$ cat config.mk
export PLATFORM = sky130hd
export DESIGN_NAME = sna_top
export DESIGN_NICKNAME = d
export VERILOG_FILES = /design/src/rtl/sna_pkg.sv /design/src/rtl/sna_sync.sv /design/src/rtl/sna_top.sv
export SDC_FILE = /design/constraint.sdc
export NUM_CORES = 1
export LEC_CHECK = 0
export BUFFER_PORTS_ARGS = -buffer_cell sky130_fd_sc_hd__buf_2
export CAP_MARGIN = 20
export CORE_AREA = 2 2 115 117
export CTS_CLUSTER_SIZE = 24
export DETAILED_ROUTE_END_ITERATION = 12
export DIE_AREA = 0 0 117 119
export PLACE_DENSITY = 0.75
export SETUP_SLACK_MARGIN = 0.5
export SYNTH_ARGS = -nofsm -noshare
export SYNTH_HDL_FRONTEND = slang
export SYNTH_SLANG_ARGS = --single-unit
$ cat constraint.sdc
create_clock -name clk_sys -period 3.2 [get_ports clk_sys]
set_clock_uncertainty 0.15 [all_clocks]
set_input_delay 0.16 -clock clk_sys [delete_from_list [all_inputs] [get_ports clk_sys]]
set_output_delay 0.16 -clock clk_sys [all_outputs]
set_load 0.02 [all_outputs]
$ cat src/rtl/sna_pkg.sv
// Operation
// - Switches one to six form a binary node address, switch one the low bit, on as 1.
// - Switches seven and eight form a bit-rate code, switch seven the low bit, on as 1.
// - The switch code acts only in multidrop mode, where the point-to-point period stays; the switch address acts in both modes.
// - A switch address of zero selects the node address held in non-volatile memory.
// - A bit-rate code of zero selects the bit rate held in non-volatile memory.
// - Codes 1, 2 and 3 select 9.6, 38.4 and 115.2 kbps on the multidrop port.
// - A select input pulled to ground selects multidrop mode, otherwise point-to-point.
package sna_pkg;

    // System clock rate and period.
    localparam int CLK_HZ = 200_000_000;
    localparam int CLK_NS = 5;

    // Switch settle time after reset release, rounded up to whole cycles.
    localparam int SETTLE_NS = 100;
    localparam int SETTLE_CYC = (SETTLE_NS + CLK_NS - 1) / CLK_NS;
    localparam logic [4:0] SETTLE_LAST = 5'(SETTLE_CYC - 1);

    // Multidrop bit rates in bits per second, and their divisors in clock cycles.
    localparam int RATE_LO_BPS = 9600;
    localparam int RATE_MID_BPS = 38400;
    localparam int RATE_HI_BPS = 115200;
    localparam int DIV_LO_CYC = CLK_HZ / RATE_LO_BPS;
    localparam int DIV_MID_CYC = CLK_HZ / RATE_MID_BPS;
    localparam int DIV_HI_CYC = CLK_HZ / RATE_HI_BPS;

    // Bit-rate codes taken from switches seven and eight.
    localparam logic [1:0] CODE_NVM = 2'h0;
    localparam logic [1:0] CODE_LO = 2'h1;
    localparam logic [1:0] CODE_MID = 2'h2;
    localparam logic [1:0] CODE_HI = 2'h3;

    // Switch field positions inside the synchronised pin word.
    localparam int SW_ADDR_LSB = 0;
    localparam int SW_CODE_LSB = 6;
    localparam int SW_MD_BIT = 8;

    // Register byte offsets on the bus.
    localparam logic [7:0] REG_NVM_ADDR = 8'h00;
    localparam logic [7:0] REG_NVM_DIV = 8'h04;
    localparam logic [7:0] REG_P2P_DIV = 8'h08;
    localparam logic [7:0] REG_STATUS = 8'h0c;
    localparam logic [7:0] REG_ACTIVE = 8'h10;

    // Status and active register field positions.
    localparam int ST_ADDR_LSB = 0;
    localparam int ST_CODE_LSB = 6;
    localparam int ST_DONE_BIT = 8;
    localparam int ST_MD_BIT = 9;
    localparam int ST_ANVM_BIT = 10;
    localparam int ST_RNVM_BIT = 11;
    localparam int ACT_DIV_LSB = 16;

    // Values after reset, and the smallest divisor.
    localparam logic [5:0] NVM_ADDR_RST = 6'h01;
    localparam logic [15:0] NVM_DIV_RST = 16'h5161;
    localparam logic [15:0] P2P_DIV_RST = 16'h5161;
    localparam logic [15:0] DIV_MIN = 16'h0002;

    // Capture sequencer states.
    typedef enum logic {CAP_SETTLE, CAP_HOLD} sna_cap_t;

    // Merges write data into an old word under the byte enables.
    function automatic logic [31:0] sna_lane_merge(input logic [31:0] old_w,
                                                   input logic [31:0] new_w,
                                                   input logic [3:0] sel);
        logic [31:0] res;
        res = old_w;
        for (int i = 0; i < 4; i++) begin
            if (sel[i]) begin
                res[i*8 +: 8] = new_w[i*8 +: 8];
            end
        end
        return res;
    endfunction

    // Keeps a divisor at two or more so the tick stays a single pulse.
    function automatic logic [15:0] sna_div_guard(input logic [15:0] d);
        return (d < DIV_MIN) ? DIV_MIN : d;
    endfunction

endpackage

$ cat src/rtl/sna_sync.sv
module sna_sync #(
    parameter int W = 1
) (
    input wire logic clk_sys, // System clock.
    input wire logic resetn, // Synchronous reset, active low.
    input wire logic [W-1:0] d, // Asynchronous input word.
    output logic [W-1:0] q // Synchronised word.
);

    logic [W-1:0] meta_r;

    // Two flip-flops in a row; only the second stage is read outside.
    always_ff @(posedge clk_sys) begin
        if (!resetn) begin
            meta_r <= '0;
            q <= '0;
        end else begin
            meta_r <= d;
            q <= meta_r;
        end
    end

endmodule // sna_sync

$ cat src/rtl/sna_top.sv
// Our own choices: the Wishbone register port and the register offsets.
module sna_top #(
    parameter logic [15:0] DIV_LO = 16'(sna_pkg::DIV_LO_CYC),
    parameter logic [15:0] DIV_MID = 16'(sna_pkg::DIV_MID_CYC),
    parameter logic [15:0] DIV_HI = 16'(sna_pkg::DIV_HI_CYC)
) (
    input wire logic clk_sys, // System clock, 200 MHz.
    input wire logic resetn, // Synchronous reset, active low.
    input wire logic [7:0] sw_pin, // Setting switches, on reads 1.
    input wire logic sel_n_pin, // Interface select, low picks multidrop.
    input wire logic wb_cyc_i, // Bus cycle.
    input wire logic wb_stb_i, // Bus strobe.
    input wire logic wb_we_i, // Write enable.
    input wire logic [7:0] wb_adr_i, // Byte address.
    input wire logic [3:0] wb_sel_i, // Byte enables.
    input wire logic [31:0] wb_dat_i, // Write data.
    output logic [31:0] wb_dat_o, // Read data.
    output logic wb_ack_o, // Acknowledge.
    output logic md_mode_o, // High in multidrop mode.
    output logic [5:0] node_addr_o, // Effective multidrop node address.
    output logic [15:0] bit_div_o, // Effective bit period in clock cycles.
    output logic baud_tick_o, // One-cycle pulse per bit period.
    output logic cfg_done_o // High once the switches are captured.
);
    import sna_pkg::*;

    logic [8:0] pin_q;
    logic [5:0] nvm_addr_r;
    logic [5:0] nvm_addr_nxt;
    logic [15:0] nvm_div_r;
    logic [15:0] nvm_div_nxt;
    logic [15:0] p2p_div_r;
    logic [15:0] p2p_div_nxt;
    logic [5:0] sw_addr_r;
    logic [1:0] sw_code_r;
    sna_cap_t cap_r;
    logic [4:0] settle_r;
    logic ack_r;
    logic [31:0] rdat_r;
    logic md_r;
    logic [5:0] addr_r;
    logic [15:0] div_r;
    logic [15:0] cnt_r;
    logic tick_r;

    // The select pin is inverted ahead of the synchroniser so a high word bit means multidrop.
    sna_sync #(
        .W(9)
    ) u_sync (
        .clk_sys(clk_sys),
        .resetn(resetn),
        .d({~sel_n_pin, sw_pin}),
        .q(pin_q)
    );

    // Capture sequencer: wait for the switches to settle, then take them once.
    wire settle_done = (cap_r == CAP_SETTLE) && (settle_r == SETTLE_LAST);
    wire cap_fire = settle_done;

    always_ff @(posedge clk_sys) begin
        if (!resetn) begin
            cap_r <= CAP_SETTLE;
            settle_r <= 5'h00;
        end else begin
            unique case (cap_r)
                CAP_SETTLE: begin
                    settle_r <= settle_r + 5'h01;
                    if (settle_done) begin
                        cap_r <= CAP_HOLD;
                    end
                end
                CAP_HOLD: begin
                    settle_r <= settle_r;
                end
            endcase
        end
    end

    // Switch fields: one to six give the address, seven and eight the rate code.
    wire [5:0] pin_addr = pin_q[SW_ADDR_LSB +: 6];
    wire [1:0] pin_code = pin_q[SW_CODE_LSB +: 2];

    // Captured switch values stay frozen until the next reset.
    always_ff @(posedge clk_sys) begin
        if (!resetn) begin
            sw_addr_r <= 6'h00;
            sw_code_r <= 2'h0;
        end else if (cap_fire) begin
            sw_addr_r <= pin_addr;
            sw_code_r <= pin_code;
        end
    end

    assign cfg_done_o = (cap_r == CAP_HOLD);

    // Bus decode; a request is taken once, in the cycle before the acknowledge.
    // A write lands on the edge at which the master samples the acknowledge, while it still holds.
    wire bus_req = wb_cyc_i && wb_stb_i && !ack_r;
    wire bus_wr = wb_cyc_i && wb_stb_i && wb_we_i && ack_r;
    wire hit_nvm_addr = (wb_adr_i == REG_NVM_ADDR);
    wire hit_nvm_div = (wb_adr_i == REG_NVM_DIV);
    wire hit_p2p_div = (wb_adr_i == REG_P2P_DIV);
    wire hit_status = (wb_adr_i == REG_STATUS);
    wire hit_active = (wb_adr_i == REG_ACTIVE);

    // Write data merged under the byte enables for each writable register.
    wire [31:0] m_nvm_addr = sna_lane_merge({26'h0, nvm_addr_r}, wb_dat_i, wb_sel_i);
    wire [31:0] m_nvm_div = sna_lane_merge({16'h0, nvm_div_r}, wb_dat_i, wb_sel_i);
    wire [31:0] m_p2p_div = sna_lane_merge({16'h0, p2p_div_r}, wb_dat_i, wb_sel_i);

    assign nvm_addr_nxt = (bus_wr && hit_nvm_addr) ? m_nvm_addr[5:0] : nvm_addr_r;
    assign nvm_div_nxt = (bus_wr && hit_nvm_div) ? m_nvm_div[15:0] : nvm_div_r;
    assign p2p_div_nxt = (bus_wr && hit_p2p_div) ? m_p2p_div[15:0] : p2p_div_r;

    // Stored settings that software loads from non-volatile memory.
    always_ff @(posedge clk_sys) begin
        if (!resetn) begin
            nvm_addr_r <= NVM_ADDR_RST;
            nvm_div_r <= NVM_DIV_RST;
            p2p_div_r <= P2P_DIV_RST;
        end else begin
            nvm_addr_r <= nvm_addr_nxt;
            nvm_div_r <= nvm_div_nxt;
            p2p_div_r <= p2p_div_nxt;
        end
    end

    // Status words; unmapped addresses read as zero.
    wire addr_nvm = (sw_addr_r == 6'h00);
    wire rate_nvm = (sw_code_r == CODE_NVM);
    wire [31:0] status_w = {20'h0, rate_nvm, addr_nvm, md_r, cfg_done_o, sw_code_r, sw_addr_r};
    wire [31:0] active_w = {div_r, 10'h0, addr_r};
    wire [31:0] rd_w = hit_nvm_addr ? {26'h0, nvm_addr_r} :
                       hit_nvm_div ? {16'h0, nvm_div_r} :
                       hit_p2p_div ? {16'h0, p2p_div_r} :
                       hit_status ? status_w :
                       hit_active ? active_w : 32'h0;

    // Acknowledge one cycle after the request, dropped the cycle after.
    always_ff @(posedge clk_sys) begin
        if (!resetn) begin
            ack_r <= 1'b0;
            rdat_r <= 32'h0;
        end else begin
            ack_r <= bus_req;
            if (bus_req && !wb_we_i) begin
                rdat_r <= rd_w;
            end
        end
    end

    assign wb_ack_o = ack_r;
    assign wb_dat_o = rdat_r;

    // Selection of address and bit period from switches or stored values.
    wire [5:0] md_addr = addr_nvm ? nvm_addr_r : sw_addr_r;
    wire [15:0] md_div = (sw_code_r == CODE_LO) ? DIV_LO :
                         (sw_code_r == CODE_MID) ? DIV_MID :
                         (sw_code_r == CODE_HI) ? DIV_HI :
                         nvm_div_r;
    wire md_now = pin_q[SW_MD_BIT];
    wire [15:0] eff_div = md_r ? md_div : p2p_div_r;

    // Registered outputs of the selection.
    always_ff @(posedge clk_sys) begin
        if (!resetn) begin
            md_r <= 1'b0;
            addr_r <= NVM_ADDR_RST;
            div_r <= P2P_DIV_RST;
        end else begin
            md_r <= md_now;
            addr_r <= md_addr;
            div_r <= sna_div_guard(eff_div);
        end
    end

    assign md_mode_o = md_r;
    assign node_addr_o = addr_r;
    assign bit_div_o = div_r;

    // Bit-rate divider; a shortened period restarts cleanly through the compare.
    wire cnt_wrap = (cnt_r >= div_r - 16'h0001);

    always_ff @(posedge clk_sys) begin
        if (!resetn) begin
            cnt_r <= 16'h0000;
            tick_r <= 1'b0;
        end else begin
            cnt_r <= cnt_wrap ? 16'h0000 : cnt_r + 16'h0001;
            tick_r <= cnt_wrap;
        end
    end

    assign baud_tick_o = tick_r;

    // Checker helpers: cycles since the last tick and the bit period seen at that tick.
    // A period change between two ticks clears the steady flag, so that gap is not judged.
    logic [15:0] gap_r;
    logic [15:0] div_ref_r;
    logic steady_r;

    always_ff @(posedge clk_sys) begin
        if (!resetn) begin
            gap_r <= 16'h0000;
            div_ref_r <= 16'h0000;
            steady_r <= 1'b0;
        end else if (baud_tick_o) begin
            gap_r <= 16'h0001;
            div_ref_r <= bit_div_o;
            steady_r <= 1'b1;
        end else begin
            gap_r <= gap_r + 16'h0001;
            steady_r <= steady_r && (bit_div_o == div_ref_r);
        end
    end
endmodule // sna_top

==> summary.md <==
| Metric | Value |
|---|---|
| Final hold viol count | `0` |
| Area growth syn-to-layout | `29.7%` |
| Combinational Power Share | `0.048` |
| Synth Flop Type | `dfxtp_1` |
| Ratio of cells with drive above 1 in the final layout | `0.251` |
| Tcrit/Tclk final | `0.905` |
| Setup TNS | `0 ns` |
| Initial antenna violation count | `0` |
| Post-place setup slack | `0.0780 ns` |
| Hold Path Stages | `2` |
| Worst EP arrival | `3.06 ns` |
| Post-synth EDFFs | `0` |
| Ys Warns | `0` |
| Die Wd | `117 um` |
| Switching part of the total power | `0.229` |
| Synthesis-stage register bit count | `143` |
| Worst setup startpoint | `bit_div_o[0]` |
| Fill count | `1,046` |
| Die area | `13,900 um^2` |
| Synthesized area | `6220 um^2` |
| Synth top cells by count | `143 x dfxtp_1, 72 x nor2_1, 48 x nand2_1, 42 x nand3_1, 33 x o21ai_0` |
| Most frequent cell after synthesis | `dfxtp_1` |
| Register area share after synthesis | `0.460` |
| Area contributors post-synth | `dfxtp_1 46%, nor2_1 4.3%, ha_1 3.8%` |
| Synth cell types | `60` |
| Via density | `5.71` |
| Max Cap Viol | `0` |
| Inserted Diodes | `0` |
| P per Cell Area | `517 nW/um^2` |
| Total power | `4.17 mW` |
| Port bufs | `97` |
| Fin crit period | `2.90 ns` |
| Pre-antenna DRT Iters | `5` |
| R2R Path Start | `bit_div_o[0]` |
| Final RePlAce weighted congestion | `0.857` |
| Average wire per standard cell | `17.0 um` |
| HP Start | `resetn` |
| Vias | `5,712` |
| CTS max path bufs | `2` |
| Mapped Cells | `688` |
| Actual slew at the worst max-slew pin | `0.640 ns` |
| CORE AREA | `12,900 um^2` |
| Pin count of the biggest net entering global routing | `54` |
| Switching pwr | `954 uW` |
| RSZ-0062 raised after global routing | `true` |
| CTS tree | `done` |
| Die H | `119 um` |
| Clock root buffer | `clkbuf_16` |
| Clock Power Share | `0.518` |
| Clk pin slew, worst setup/hold paths | `0.06 ns` |
| CTS buffer count | `17` |
| Largest area contributor in the netlist | `dfxtp_1` |
| Syn avg cell area | `9.04 um^2` |
| Routed WL | `17.0 mm` |
| Worst reg-to-reg path cell count | `12` |
| Internal | `3.22 mW` |
| Seq pwr share | `0.434` |
| Peak supply drop | `648 uV` |
| Final #Nets | `889` |
| FFs w/ async S/R, synth | `0` |
| Outcome | `completed` |
| Area share of the largest cell type after synthesis | `0.460` |
| Final HPWL DP | `11.4 mm` |
| Final setup violation count | `0` |
| H-tree Lvls | `4` |
| Slew Viols, Final | `0` |
| Remaining DRCs | `0` |
| Relative slew slack | `0.574` |
| GRT Total Usage | `0.246` |
| Crit end category | `register` |
| Initial core utilization | `0.483` |
| 1st-iter DRT viols | `561` |
| Worst-path fanout max | `7` |
| Leak | `3.35 nW` |
| Setup ws final | `0.304 ns` |
| GRT overflow | `0` |
| Hold Path Class | `in -> reg` |
| Post-DRT Antenna Nets | `0` |
| Setup CP Type | `reg -> reg` |
| Syn nets | `765` |
| Setup crit start kind | `register` |
| First-pass GRT wire length | `26.3 mm` |
| Skew-Pair Late Insertion Delay | `0.43 ns` |
| Vias in the first global route | `5,483` |
| Sink Count | `143` |
| Fmax | `345 MHz` |
| CP Data Required Time | `3.36 ns` |
| # IOs | `116` |
| Site Rows | `42` |
[registers in the layout (all words and copies together), names as in the netlist, 6 cells and up]
signal / flops
sw_addr_r: 6
node_addr_o: 6
u_sync.q: 9
u_sync.meta_r: 9
nvm_div_r: 16
bit_div_o: 16
nvm_addr_r: 6
cnt_r: 16
p2p_div_r: 16
wb_dat_o: 32
[what timing repair did]
action	4_1_cts	5_1_grt
pin swaps	14	7
setup buffers	7	2
resized for setup	15	12
endpoints found under the hold margin	48	0
endpoints found under the setup margin	17	17
hold buffers	27	0
gates cloned	1	2
[routing by layer]
metal,part of all wire,vias up,wire length [um],global-route usage
met5,0,-,0,0
met4,0.037,0,627,0.119
met3,0.054,54,916,0.0621
met2,0.50,226,8560,0.416
met1,0.41,2742,6910,0.286
li1,-,2690,-,-
[stage by stage]
stage	hold slack, ns	instance area [um^2]	util	instances
after floorplan	0.0767	6370	-	688
after global placement	0.163	6940	0.539	930
after detailed placement	0.170	6940	0.539	930
after CTS	0.0422	7980	0.619	997
after global routing	0.0617	8070	0.627	1001
final	0.0566	8070	0.627	1001
[power groups by stage]
stage	Clock, mW	Combinational, mW	Sequential (mW)
after floorplan	0	0.110	1.85
after global placement	0	0.163	1.85
after detailed placement	0	0.168	1.85
after CTS	2.18	0.196	1.81
after global routing	2.26	0.221	1.81
final	2.16	0.202	1.81
[cell usage in the layout, fill, tap and decap left out, types with 19 or more instances in the layout]
master	instances
dfxtp_1	137
buf_2	97
nor2_1	72
nand2_1	46
nand3_1	41
o21ai_0	33
dlygate4sd3_1	27
a21oi_1	25
a22oi_1	25
mux2i_1	23
and2_1	21
xnor2_1	20
ha_1	19
[layout make-up]
cell class                 instances  area (um^2)  area share
multi-input combinational        488         3300       0.409
sequential                       143         2880       0.357
timing repair buffer             147          967       0.120
clock buffer                      17          425      0.0527
clock inverter                    15          221      0.0274
tap                              176          220      0.0273
inverter                          15         56.3     0.00698
[cell families after synthesis]
group                      Yosys count  share of synthesized area
AOI/OAI and AO/OA                  156                      0.165
xor gates and xnor gates            32                     0.0450
adders and majority gates           19                     0.0382
buffers and inverters               58                     0.0424
DFF                                143                      0.460
muxes                               29                     0.0479
and+or+nand+nor                    251                      0.201
[worst max-delay path, cell delays in order, from the launching register on]
cell and delay, ns:
dfxtp_1 0.36, inv_1 0.14, ha_1 0.30, nand2_1 0.13
nor4_1 0.35, xnor2_1 0.15, ha_1 0.34, nand2_1 0.07
o21a_1 0.21, buf_6 0.13, a21oi_4 0.20, buf_6 0.17
a211oi_2 0.07
[worst paths after layout]
| path | endpoint | slack, ns |
|---|---|---|
| max | cnt_r[11] | 0.30 |
| min | nvm_div_r[12] | 0.06 |
| max reg2reg | cnt_r[11] | 0.30 |
| min reg2reg | md_mode_o | 0.28 |
Power figures use the tool's default switching activity.
